`config.mk`:
```
export PLATFORM = sky130hd
export DESIGN_NAME = xcvr_sched
export DESIGN_NICKNAME = d
export VERILOG_FILES = /design/src/rtl/xcvr_sched_pkg.sv /design/src/rtl/xcvr_sched.sv /design/src/rtl/tx_queue.sv
export SDC_FILE = /design/constraint.sdc
export NUM_CORES = 1
export LEC_CHECK = 0
export ABC_AREA = 0
export BUFFER_PORTS_ARGS = -buffer_cell sky130_fd_sc_hd__clkbuf_2
export CORE_MARGIN = 2
export CORE_UTILIZATION = 25
export CTS_CLUSTER_DIAMETER = 150
export DETAILED_ROUTE_END_ITERATION = 12
export PLACE_DENSITY = 0.36
export SYNTH_ARGS = -nofsm -noshare
export SYNTH_HDL_FRONTEND = slang
export SYNTH_HIERARCHICAL = 1
export SYNTH_SLANG_ARGS = --single-unit
```
`constraint.sdc`:
```
create_clock -name mclk -period 7.2 [get_ports mclk]
set_clock_uncertainty 0.1 [all_clocks]
set_input_delay 0.72 -clock mclk [delete_from_list [all_inputs] [get_ports mclk]]
set_output_delay 0.72 -clock mclk [all_outputs]
set_load 0.03 [all_outputs]
```
`src/rtl/xcvr_sched_pkg.sv`:
```
/*
  Constants, encodings and carrier types for the transceiver mode
  controller and transmit scheduler.
  Assumes a 125 MHz mclk and a 32-bit APB register port.
*/
// What this block does
// - mode value 1 puts transceiver and controller to sleep; all standby kinds equal
// - sleep request taken only while started, otherwise refused with error flag
// - asleep nothing sent or received; pending frames held until wakeup
// - writing mode 0, or mode 2 on a single-wire port, while asleep performs a local wakeup; mode 3 is refused
// - the waking frame is neither stored nor acknowledged
// - at the end of the waking frame return to normal and communicate
// - after wakeup queued frames resume in order, none dropped
// - remote wakeup shows as mode normal plus a readable wake flag
// - mode 2 on single-wire port drives wakeup level, frames as normal
// - mode 3 on single-wire port turns waveshaping off, otherwise normal
// - high-speed mode never entered directly from sleep
// - transceiver type changes only while communication is stopped
// - type codes 0 hs, 1 ls fault tolerant, 2 single wire, 3 external, 4 disconnect
// - type switch never disturbs the bus
// - transmit mode 0 sends queued frames at once, timestamps ignored
// - transmit mode 1 spaces frames by their timestamp difference
// - a timestamp below its predecessor resets spacing and sends at once
// - transmit mode only taken while the interface is stopped
// - mode value 0 is normal and default; from sleep it wakes locally
// - with recovery on a late frame shortens the next gap, else gaps never shrink
package xcvr_sched_pkg;
  localparam logic [7:0]  OFS_CTRL = 8'h00;
  localparam logic [7:0]  OFS_MODE = 8'h04;
  localparam logic [7:0]  OFS_STAT = 8'h08;
  localparam logic [7:0]  OFS_TXQ  = 8'h0c;
  // control word fields
  localparam int          CTRL_START = 0;
  localparam int          CTRL_TXM   = 1;
  localparam int          CTRL_RECOV = 2;
  localparam int          CTRL_TYPE  = 4;
  // status word fields; error and wake flag write one to clear, sleep and full read only
  localparam int          STAT_ERR   = 0;
  localparam int          STAT_RWAKE = 1;
  localparam int          STAT_SLEEP = 2;
  localparam int          STAT_FULL  = 3;
  localparam logic [1:0]  XM_NORMAL  = 2'h0;
  localparam logic [1:0]  XM_SLEEP   = 2'h1;
  localparam logic [1:0]  XM_SWWAKE  = 2'h2;
  localparam logic [1:0]  XM_SWHS    = 2'h3;
  localparam logic [2:0]  XT_HS      = 3'h0;
  localparam logic [2:0]  XT_LS      = 3'h1;
  localparam logic [2:0]  XT_SW      = 3'h2;
  localparam logic [2:0]  XT_EXT     = 3'h3;
  localparam logic [2:0]  XT_DISC    = 3'h4;
  // timing: timestamp tick and bus bit time
  localparam int          CLK_NS     = 8;
  localparam int          TICK_NS    = 1000;
  localparam int          TICK_CYC   = (TICK_NS + CLK_NS - 1) / CLK_NS;
  localparam int          BIT_NS     = 2000;
  localparam int          IDLE_BITS  = 11;
  localparam int          IDLE_CYC   = (IDLE_BITS * BIT_NS + CLK_NS - 1) / CLK_NS;
  typedef enum logic [1:0] {
    PM_NORMAL = 2'b00,
    PM_SLEEP  = 2'b01,
    PM_WAKING = 2'b10
  } pm_t;
  typedef struct packed {
    logic [15:0] ts;
    logic [15:0] tag;
  } frame_t;
  typedef struct packed {
    logic       sleep;
    logic       wake_level;
    logic       waveshape_off;
    logic       disconnect;
    logic [2:0] xtype;
  } xcvr_ctl_t;
endpackage

```
`src/rtl/xcvr_sched.sv`:
```
/*
  Transceiver mode control, remote wakeup detection and the
  immediate or timestamp-spaced transmit scheduler, as an APB slave.
  Assumes a same-clock CAN controller taking tx_valid/tx_frame and
  answering tx_done; bus_rx_pin is asynchronous and synchronised here.
*/
`timescale 1ns/1ns
module xcvr_sched #(
  parameter int QDEPTH = 4
) (
  // clock and reset
  input  wire logic                   mclk,
  input  wire logic                   sys_rst,
  // apb slave
  input  wire logic                   psel,
  input  wire logic                   penable,
  input  wire logic                   pwrite,
  input  wire logic [7:0]             paddr,
  input  wire logic [31:0]            pwdata,
  output logic                        pready,
  output logic                        pslverr,
  output logic [31:0]                 prdata,
  // transceiver side
  input  wire logic                   bus_rx_pin,
  output xcvr_sched_pkg::xcvr_ctl_t   xcvr_ctl,
  // can controller side
  output logic                        ctrl_rx_en,
  output logic                        tx_valid,
  output xcvr_sched_pkg::frame_t      tx_frame,
  input  wire logic                   tx_done
);
  import xcvr_sched_pkg::*;

  typedef struct packed {
    logic        rx_s1;
    logic        rx_s2;
    pm_t         pm;
    logic [1:0]  mode;
    logic        started;
    logic        txm;
    logic        recov;
    logic [2:0]  xtype;
    logic        err;
    logic        rwake;
    logic [11:0] idle;
    logic [7:0]  tick;
    logic [16:0] elapsed;
    logic [15:0] prev_ts;
    logic        have_prev;
    logic        tx_valid;
    frame_t      tx_frame;
    logic        rx_en;
    xcvr_ctl_t   ctl;
    logic        pready;
    logic        pslverr;
    logic [31:0] prdata;
  } st_t;
  st_t st_ff, nxt_st;

  logic   acc, wr, wr_mode, q_in_ready, q_out_valid, q_pop;
  frame_t q_head;
  logic [15:0] gap;

  initial begin
    if (IDLE_CYC >= 4096 || TICK_CYC >= 256)
      $error("idle or tick counter too narrow");
  end

  // one access cycle before pready, so pready comes from a flop
  assign acc     = psel && penable && !st_ff.pready;
  assign wr      = acc && pwrite;
  assign wr_mode = wr && paddr == OFS_MODE;
  assign gap     = q_head.ts - st_ff.prev_ts;

  tx_queue #(.W($bits(frame_t)), .DEPTH(QDEPTH)) u_q (
    .mclk      (mclk),
    .sys_rst   (sys_rst),
    .in_valid  (wr && paddr == OFS_TXQ),
    .in_data   (pwdata),
    .in_ready  (q_in_ready),
    .out_valid (q_out_valid),
    .out_data  (q_head),
    .out_ready (q_pop)
  );

  // a finished frame leaves the queue; a withdrawn one stays at the head
  assign q_pop = st_ff.tx_valid && tx_done;

  always_comb begin
    logic comm;
    logic due;
    nxt_st         = st_ff;
    nxt_st.rx_s1   = bus_rx_pin;
    nxt_st.rx_s2   = st_ff.rx_s1;
    nxt_st.pready  = acc;
    nxt_st.pslverr = 1'b0;
    // timestamp tick and elapsed time since the last frame left
    if (st_ff.tick == 8'(TICK_CYC - 1)) begin
      nxt_st.tick = 8'h00;
      if (!(&st_ff.elapsed))
        nxt_st.elapsed = st_ff.elapsed + 17'h00001;
    end else begin
      nxt_st.tick = st_ff.tick + 8'h01;
    end
    // remote wakeup watch
    case (st_ff.pm)
      PM_SLEEP: begin
        if (!st_ff.rx_s2) begin
          nxt_st.pm   = PM_WAKING;
          nxt_st.idle = 12'h000;
        end
      end
      PM_WAKING: begin
        if (!st_ff.rx_s2)
          nxt_st.idle = 12'h000;
        else if (st_ff.idle == 12'(IDLE_CYC - 1)) begin
          nxt_st.pm    = PM_NORMAL;
          nxt_st.mode  = XM_NORMAL;
          nxt_st.rwake = 1'b1;
        end else
          nxt_st.idle = st_ff.idle + 12'h001;
      end
      default: nxt_st.idle = 12'h000;
    endcase
    // register writes
    if (wr) begin
      if (paddr == OFS_CTRL) begin
        if (!st_ff.started) begin
          nxt_st.txm   = pwdata[CTRL_TXM];
          nxt_st.recov = pwdata[CTRL_RECOV];
          nxt_st.xtype = pwdata[CTRL_TYPE +: 3];
        end
        if (st_ff.started && !pwdata[CTRL_START])
          nxt_st.rwake = 1'b0;
        nxt_st.started = pwdata[CTRL_START];
      end else if (paddr == OFS_MODE) begin
        nxt_st.rwake = 1'b0;
        case (pwdata[1:0])
          XM_NORMAL: begin
            nxt_st.pm   = PM_NORMAL;
            nxt_st.mode = XM_NORMAL;
          end
          XM_SLEEP: begin
            if (st_ff.started) begin
              nxt_st.pm   = PM_SLEEP;
              nxt_st.mode = XM_SLEEP;
            end else
              nxt_st.err = 1'b1;
          end
          default: begin
            // single-wire only; high-speed never straight out of sleep
            if (st_ff.xtype != XT_SW ||
                (pwdata[1:0] == XM_SWHS && st_ff.pm != PM_NORMAL))
              nxt_st.err = 1'b1;
            else begin
              nxt_st.pm   = PM_NORMAL;
              nxt_st.mode = pwdata[1:0];
            end
          end
        endcase
      end else if (paddr == OFS_STAT) begin
        if (pwdata[STAT_ERR])
          nxt_st.err = 1'b0;
        if (pwdata[STAT_RWAKE] && nxt_st.rwake == st_ff.rwake)
          nxt_st.rwake = 1'b0;
      end else if (paddr == OFS_TXQ) begin
        nxt_st.pslverr = !q_in_ready; // full queue refuses the frame
      end else
        nxt_st.pslverr = 1'b1;
    end else if (acc && paddr != OFS_CTRL && paddr != OFS_MODE &&
                 paddr != OFS_STAT && paddr != OFS_TXQ)
      nxt_st.pslverr = 1'b1;
    // the wake flag set by hardware outlives a status or stop clear in the same cycle, not a mode write
    if (st_ff.pm == PM_WAKING && nxt_st.pm == PM_NORMAL && !wr_mode)
      nxt_st.rwake = 1'b1;
    // read data
    nxt_st.prdata = 32'h0000_0000;
    if (acc && !pwrite) begin
      if (paddr == OFS_CTRL)
        nxt_st.prdata = {25'h0, st_ff.xtype, 1'b0, st_ff.recov, st_ff.txm, st_ff.started};
      else if (paddr == OFS_MODE)
        nxt_st.prdata = {30'h0, st_ff.mode};
      else if (paddr == OFS_STAT)
        nxt_st.prdata = {28'h0, !q_in_ready, st_ff.pm != PM_NORMAL,
                         st_ff.rwake, st_ff.err};
    end
    // scheduler: only while started, awake and on a connected transceiver
    comm = nxt_st.started && nxt_st.pm == PM_NORMAL && st_ff.xtype != XT_DISC;
    due  = !st_ff.txm || !st_ff.have_prev || q_head.ts < st_ff.prev_ts ||
           st_ff.elapsed >= {1'b0, gap};
    if (st_ff.tx_valid && tx_done) begin
      nxt_st.tx_valid  = 1'b0;
      nxt_st.prev_ts   = q_head.ts;
      nxt_st.have_prev = 1'b1;
      if (st_ff.txm && st_ff.recov && st_ff.have_prev && q_head.ts >= st_ff.prev_ts)
        nxt_st.elapsed = st_ff.elapsed - {1'b0, gap};
      else begin
        // restart the tick too, so a fresh gap is not cut short by tick phase
        nxt_st.elapsed = 17'h00000;
        nxt_st.tick    = 8'h00;
      end
    end else if (st_ff.tx_valid && !comm) begin
      nxt_st.tx_valid = 1'b0;
    end else if (!st_ff.tx_valid && q_out_valid && comm && due) begin
      nxt_st.tx_valid = 1'b1;
      nxt_st.tx_frame = q_head;
    end
    if (!nxt_st.started)
      nxt_st.have_prev = 1'b0;
    nxt_st.rx_en              = comm;
    nxt_st.ctl.sleep          = nxt_st.pm != PM_NORMAL;
    nxt_st.ctl.wake_level     = nxt_st.mode == XM_SWWAKE;
    nxt_st.ctl.waveshape_off  = nxt_st.mode == XM_SWHS;
    nxt_st.ctl.disconnect     = nxt_st.xtype == XT_DISC;
    // type output moves only while stopped, so the bus never sees it
    nxt_st.ctl.xtype          = nxt_st.xtype;
  end

  // state register; reset gives normal mode, immediate transmit, stopped
  always_ff @(posedge mclk or posedge sys_rst) begin
    if (sys_rst) begin
      st_ff       <= '0;
      st_ff.rx_s1 <= 1'b1;
      st_ff.rx_s2 <= 1'b1;
      st_ff.pm    <= PM_NORMAL;
    end else
      st_ff <= nxt_st;
  end

  assign pready     = st_ff.pready;
  assign pslverr    = st_ff.pslverr;
  assign prdata     = st_ff.prdata;
  assign xcvr_ctl   = st_ff.ctl;
  assign ctrl_rx_en = st_ff.rx_en;
  assign tx_valid   = st_ff.tx_valid;
  assign tx_frame   = st_ff.tx_frame;

  property p_sleep_refused;
    @(posedge mclk) disable iff (sys_rst)
      wr_mode && pwdata[1:0] == XM_SLEEP && !st_ff.started |=> st_ff.err;
  endproperty
  a_sleep_refused: assert property (p_sleep_refused) else $error("sleep taken while stopped");

  property p_sleep_taken;
    @(posedge mclk) disable iff (sys_rst)
      wr_mode && pwdata[1:0] == XM_SLEEP && st_ff.started
      |=> st_ff.pm == PM_SLEEP && xcvr_ctl.sleep && st_ff.mode == XM_SLEEP;
  endproperty
  a_sleep_taken: assert property (p_sleep_taken) else $error("sleep not entered");

  property p_quiet;
    @(posedge mclk) disable iff (sys_rst)
      st_ff.pm != PM_NORMAL |-> !tx_valid && !ctrl_rx_en;
  endproperty
  a_quiet: assert property (p_quiet) else $error("activity while asleep");

  property p_local_wake;
    @(posedge mclk) disable iff (sys_rst)
      wr_mode && pwdata[1:0] == XM_NORMAL && st_ff.pm != PM_NORMAL
      |=> st_ff.pm == PM_NORMAL && !st_ff.rwake;
  endproperty
  a_local_wake: assert property (p_local_wake) else $error("local wakeup missed");

  property p_remote_wake;
    @(posedge mclk) disable iff (sys_rst)
      st_ff.pm == PM_WAKING && !wr_mode ##1 st_ff.pm == PM_NORMAL
      |-> st_ff.rwake && st_ff.mode == XM_NORMAL ##1 ctrl_rx_en || !st_ff.started;
  endproperty
  a_remote_wake: assert property (p_remote_wake) else $error("remote wakeup not shown");

  property p_no_hs_from_sleep;
    @(posedge mclk) disable iff (sys_rst)
      wr_mode && pwdata[1:0] == XM_SWHS && st_ff.pm != PM_NORMAL
      |=> $stable(st_ff.mode) && st_ff.err;
  endproperty
  a_no_hs_from_sleep: assert property (p_no_hs_from_sleep) else $error("hs entered from sleep");

  property p_sw_only;
    @(posedge mclk) disable iff (sys_rst)
      wr_mode && pwdata[1] && st_ff.xtype != XT_SW |=> $stable(st_ff.mode);
  endproperty
  a_sw_only: assert property (p_sw_only) else $error("single-wire mode on other type");

  property p_type_frozen;
    @(posedge mclk) disable iff (sys_rst)
      st_ff.started && $past(st_ff.started) |-> $stable(xcvr_ctl.xtype) && $stable(st_ff.txm);
  endproperty
  a_type_frozen: assert property (p_type_frozen) else $error("config changed while running");

  property p_immediate;
    @(posedge mclk) disable iff (sys_rst)
      !st_ff.txm && !tx_valid && q_out_valid && ctrl_rx_en && st_ff.started &&
      !wr_mode && st_ff.pm == PM_NORMAL |=> tx_valid && tx_frame == $past(q_head);
  endproperty
  a_immediate: assert property (p_immediate) else $error("immediate frame delayed");
endmodule // xcvr_sched

```
`src/rtl/tx_queue.sv`:
```
/*
  Write queue of frames waiting for transmission, flip-flop storage.
  Assumes single clock; source and sink both use valid/ready.
*/
`timescale 1ns/1ns
module tx_queue #(
  parameter int W     = 32,
  parameter int DEPTH = 4
) (
  // clock and reset
  input  wire logic         mclk,
  input  wire logic         sys_rst,
  // fill side
  input  wire logic         in_valid,
  input  wire logic [W-1:0] in_data,
  output logic              in_ready,
  // drain side
  output logic              out_valid,
  output logic [W-1:0]      out_data,
  input  wire logic         out_ready
);
  localparam int AW = $clog2(DEPTH);
  typedef struct packed {
    logic [DEPTH-1:0][W-1:0] mem;
    logic [AW-1:0]           wp;
    logic [AW-1:0]           rp;
    logic [AW:0]             cnt;
  } q_t;
  q_t st_ff, nxt_st;

  initial begin
    if (DEPTH < 2 || (DEPTH & (DEPTH - 1)) != 0)
      $error("tx_queue depth must be a power of two, at least 2");
  end

  assign in_ready  = st_ff.cnt != (AW+1)'(DEPTH);
  assign out_valid = st_ff.cnt != '0;
  assign out_data  = st_ff.mem[st_ff.rp];

  // order is kept strictly: the head leaves only on out_ready
  always_comb begin
    logic push;
    logic pop;
    push   = in_valid && in_ready;
    pop    = out_valid && out_ready;
    nxt_st = st_ff;
    if (push) begin
      nxt_st.mem[st_ff.wp] = in_data;
      nxt_st.wp            = st_ff.wp + 1'b1;
    end
    if (pop)
      nxt_st.rp = st_ff.rp + 1'b1;
    nxt_st.cnt = st_ff.cnt + (AW+1)'(push) - (AW+1)'(pop);
  end

  always_ff @(posedge mclk or posedge sys_rst) begin
    if (sys_rst)
      st_ff <= '0;
    else
      st_ff <= nxt_st;
  end
endmodule // tx_queue

```
==> reports/metrics.yaml <==
status:
  status: "complete, no violations"
critical_path:
  max_stage_delay_ns: 0.70
  worst_setup_path_start_kind: "register"
  endpoint_kind: "register"
  cp_slowest_cell: "a2111oi_0"
  cp_max_fo: 32
  ff2ff_path_depth: 17
  crit_chain: "buf_4 > mux4_2 > ha_1 > a21o_1 > a21oi_1 > nand2_1 > o221ai_1 > mux2i_1 > a2111oi_0 > ha_1 > and3_1 > o2111ai_1 > a21oi_1 > a211oi_1 > nor3_4 > buf_4 > mux2_1"
  crit_start: "u_q/st_ff[3]"
  required_ns: 7.51
  cp_top_family: "compound AO/OA/AOI/OAI gates"
  arrival_ns: 6.19
  rr_startpoint: "u_q/st_ff[3]"
  worstSetupPathType: "reg2reg"
  crit_cells: 17
  path_buf_inv: 2
timing:
  setup_tns_ns: 0
  final-setup-viol-count: 0
  hold_slack_ns: 0.1680
  fin_crit_sh_pct: 81.76
  final_hold_viol_count: 0
  max_slew_margin_pct: 25.21
  clock.fmax_ghz: 0.1699
  rsz0062_at_grt: "no"
  tightest_slew_ns: 1.110
  slew_violations: 0
  layout_min_cycle_time_ns: 5.886
clock_tree:
  cts_htree_levels: 2
  cts_tree: "yes"
  cts_max_path_buffers: 3
  cts-root-buf: "clkbuf_16"
  clkTransAtPathRegs_ns: 0.06
  numCtsBuffers: 34
  insertion_delay_ns: 0.54
  cts_sinks: 250
  cts_resized: 0
  cts_setup_buffers: 0
  postCtsHoldBufs: 0
floorplan:
  die_w_um: 239.6
  io_pins: 122
  core_region_area_mm2: 0.05499
  start_util_pct: 25.24
  fp.dieH_um: 239.6
  placementRows: 86
  fp.dieArea_mm2: 0.05741
flow_run:
  max-cap-violations: 0
logic_synthesis:
  ys_seq_elements: 250
  synth-main-ff-cell: "dfrtp_1"
  async_flop_share_pct: 100.0
  syn_area_mm2: 0.01388
  synth_edf_count: 0
  ys_top_cells_by_count: "248 x dfrtp_1, 120 x mux2_4, 71 x buf_4"
  ys_seq_area_share_pct: 45.10
  synthTopCellsByArea: "dfrtp_1 45%, mux2_4 13%, mux4_2 5.2%"
  ys_warn_count: 6
  yosysMostFrequentCell: "dfrtp_1"
  synth_largest_area_cell: "dfrtp_1"
  synth_top_cell_area_share_pct: 44.72
  ys_types: 74
  avgSynthCellArea_um2: 12.55
  netlist_instances: 1106
finish:
  fin_util_pct: 28.50
  syn2layout_area_growth_pct: 12.92
  multi_input_area_mm2: 0.006556
  drive_above_1_share_pct: 31.28
  n_antenna_cell: 0
  n_fill_cell: 5611
  nets: 1257
  seq_area_mm2: 0.006260
  fin_area_mm2: 0.01567
power:
  power.total_mw: 3.885
  total_leakage_power_nw: 7.233
  ir_worst_vdd_uv: 143.3
  power_density_mw_per_mm2: 248.0
routing:
  viasPerCell: 4.318
  vias: 8338
  drc: 0
  drt-pass1-iter-count: 4
  wl_per_cell_um: 17.26
  routed_wl_um: 33340
  drtAntennaViolNets: 0
  drt_first_iter_violations: 324
placed_design:
  place_congestion: 0.7052
  placedInstanceArea_mm2: 0.01452
  placement.io_buffers: 96
  hpwlAfterDp_um: 22350
worst_hold_path:
  min_path_cells: 1
  min_path_type: "in2reg"
  hp-start: "bus_rx_pin"
global_routing:
  grt_first_pass_wirelength_um: 52430
  track_usage_pct: 11.85
  antenna_found_initial: 2
  grt_max_degree: 83
  grt_pass1_vias: 8627
  grt_overflow: 0
-- metal layers --
| metal | share of wire, % | track usage (%) | up-vias |
|---|---|---|---|
| li1 | - | - | 3968 |
| met1 | 46 | 15.91 | 4199 |
| met2 | 48 | 19.17 | 122 |
| met3 | 3.9 | 2.293 | 45 |
| met4 | 2.1 | 3.769 | 4 |
| met5 | 0.072 | 0 | - |
-- per-stage QoR --
stage / instances / worst slack [ns]
floorplan: 1130 / 2.023
global placement: 1872 / 1.369
detailed placement: 1872 / 1.208
CTS: 1931 / 1.185
global route: 1931 / 0.8716
finish: 1931 / 1.314
-- area by class of cell --
| class | count | area share [%] |
|---|---|---|
| multi-input cells | 713 | 41.84 |
| flip-flops and latches | 250 | 39.95 |
| clock buffers | 50 | 6.643 |
| well taps | 748 | 5.973 |
| repair buffers | 104 | 3.449 |
| inverters | 57 | 1.429 |
| clock inverters | 9 | 0.7186 |
-- placed cells by master, fill, tap and decap left out, types with 7 or more instances in the layout --
cell / count
and3_1: 7
o21ai_0: 38
mux2i_1: 7
and2_1: 8
mux2_4: 120
nand2_1: 53
nor2_1: 50
buf_4: 8
nand2b_1: 7
clkbuf_2: 96
o21a_1: 9
inv_1: 54
nor2b_1: 8
clkbuf_8: 13
mux2_2: 32
dfrtp_1: 247
nand3_1: 18
xor2_1: 30
a21o_1: 11
nand4_1: 13
mux4_2: 32
o22ai_1: 13
or3_1: 7
nor3_1: 9
ha_1: 47
a21oi_1: 37
mux2_1: 15
conb_1: 25
xnor2_1: 27
clkbuf_16: 34
-- flip-flops by register name, indices dropped and copies added (netlist names) --
name,flops
tx_frame,32
xcvr_ctl,7
tx_valid,1
ctrl_rx_en,1
nxt_st,1
prdata,7
u_q/st_ff,135
pslverr,1
pready,1
st_ff,64
-- report_power, final --
group          leakage, nW  total [mW]  switching (mW)  internal (mW)
Combinational         3.35       0.616           0.358          0.259
Clock                0.571        1.72           0.653           1.07
Sequential            3.31        1.54          0.0727           1.47
Total                 7.23        3.89            1.08           2.80
-- logic make-up after synthesis --
logic type,count (synthesis),share of synthesized area [%]
adder cells (fa/ha/maj),50,4.670
AND/OR/NAND/NOR,217,8.394
XOR/XNOR,57,3.598
other,1,0.02702
buffers and inverters,167,8.304
multiplexers,206,22.50
AO/OA/AOI/OAI,158,7.411
flip-flops,250,45.10
-- path summary, 6_finish.rpt --
path	endpoint	slack, ns
worst min register to register	st_ff[141]	0.26
worst max register to register	tx_frame[12]	1.31
worst min-delay path	nxt_st[141]	0.17
max in group asynchronous	u_q/st_ff[3]	5.41
worst max-delay path	tx_frame[12]	1.31
min in group asynchronous	prdata[5]	0.19
Note: power is estimated with default switching activity, not from simulation.
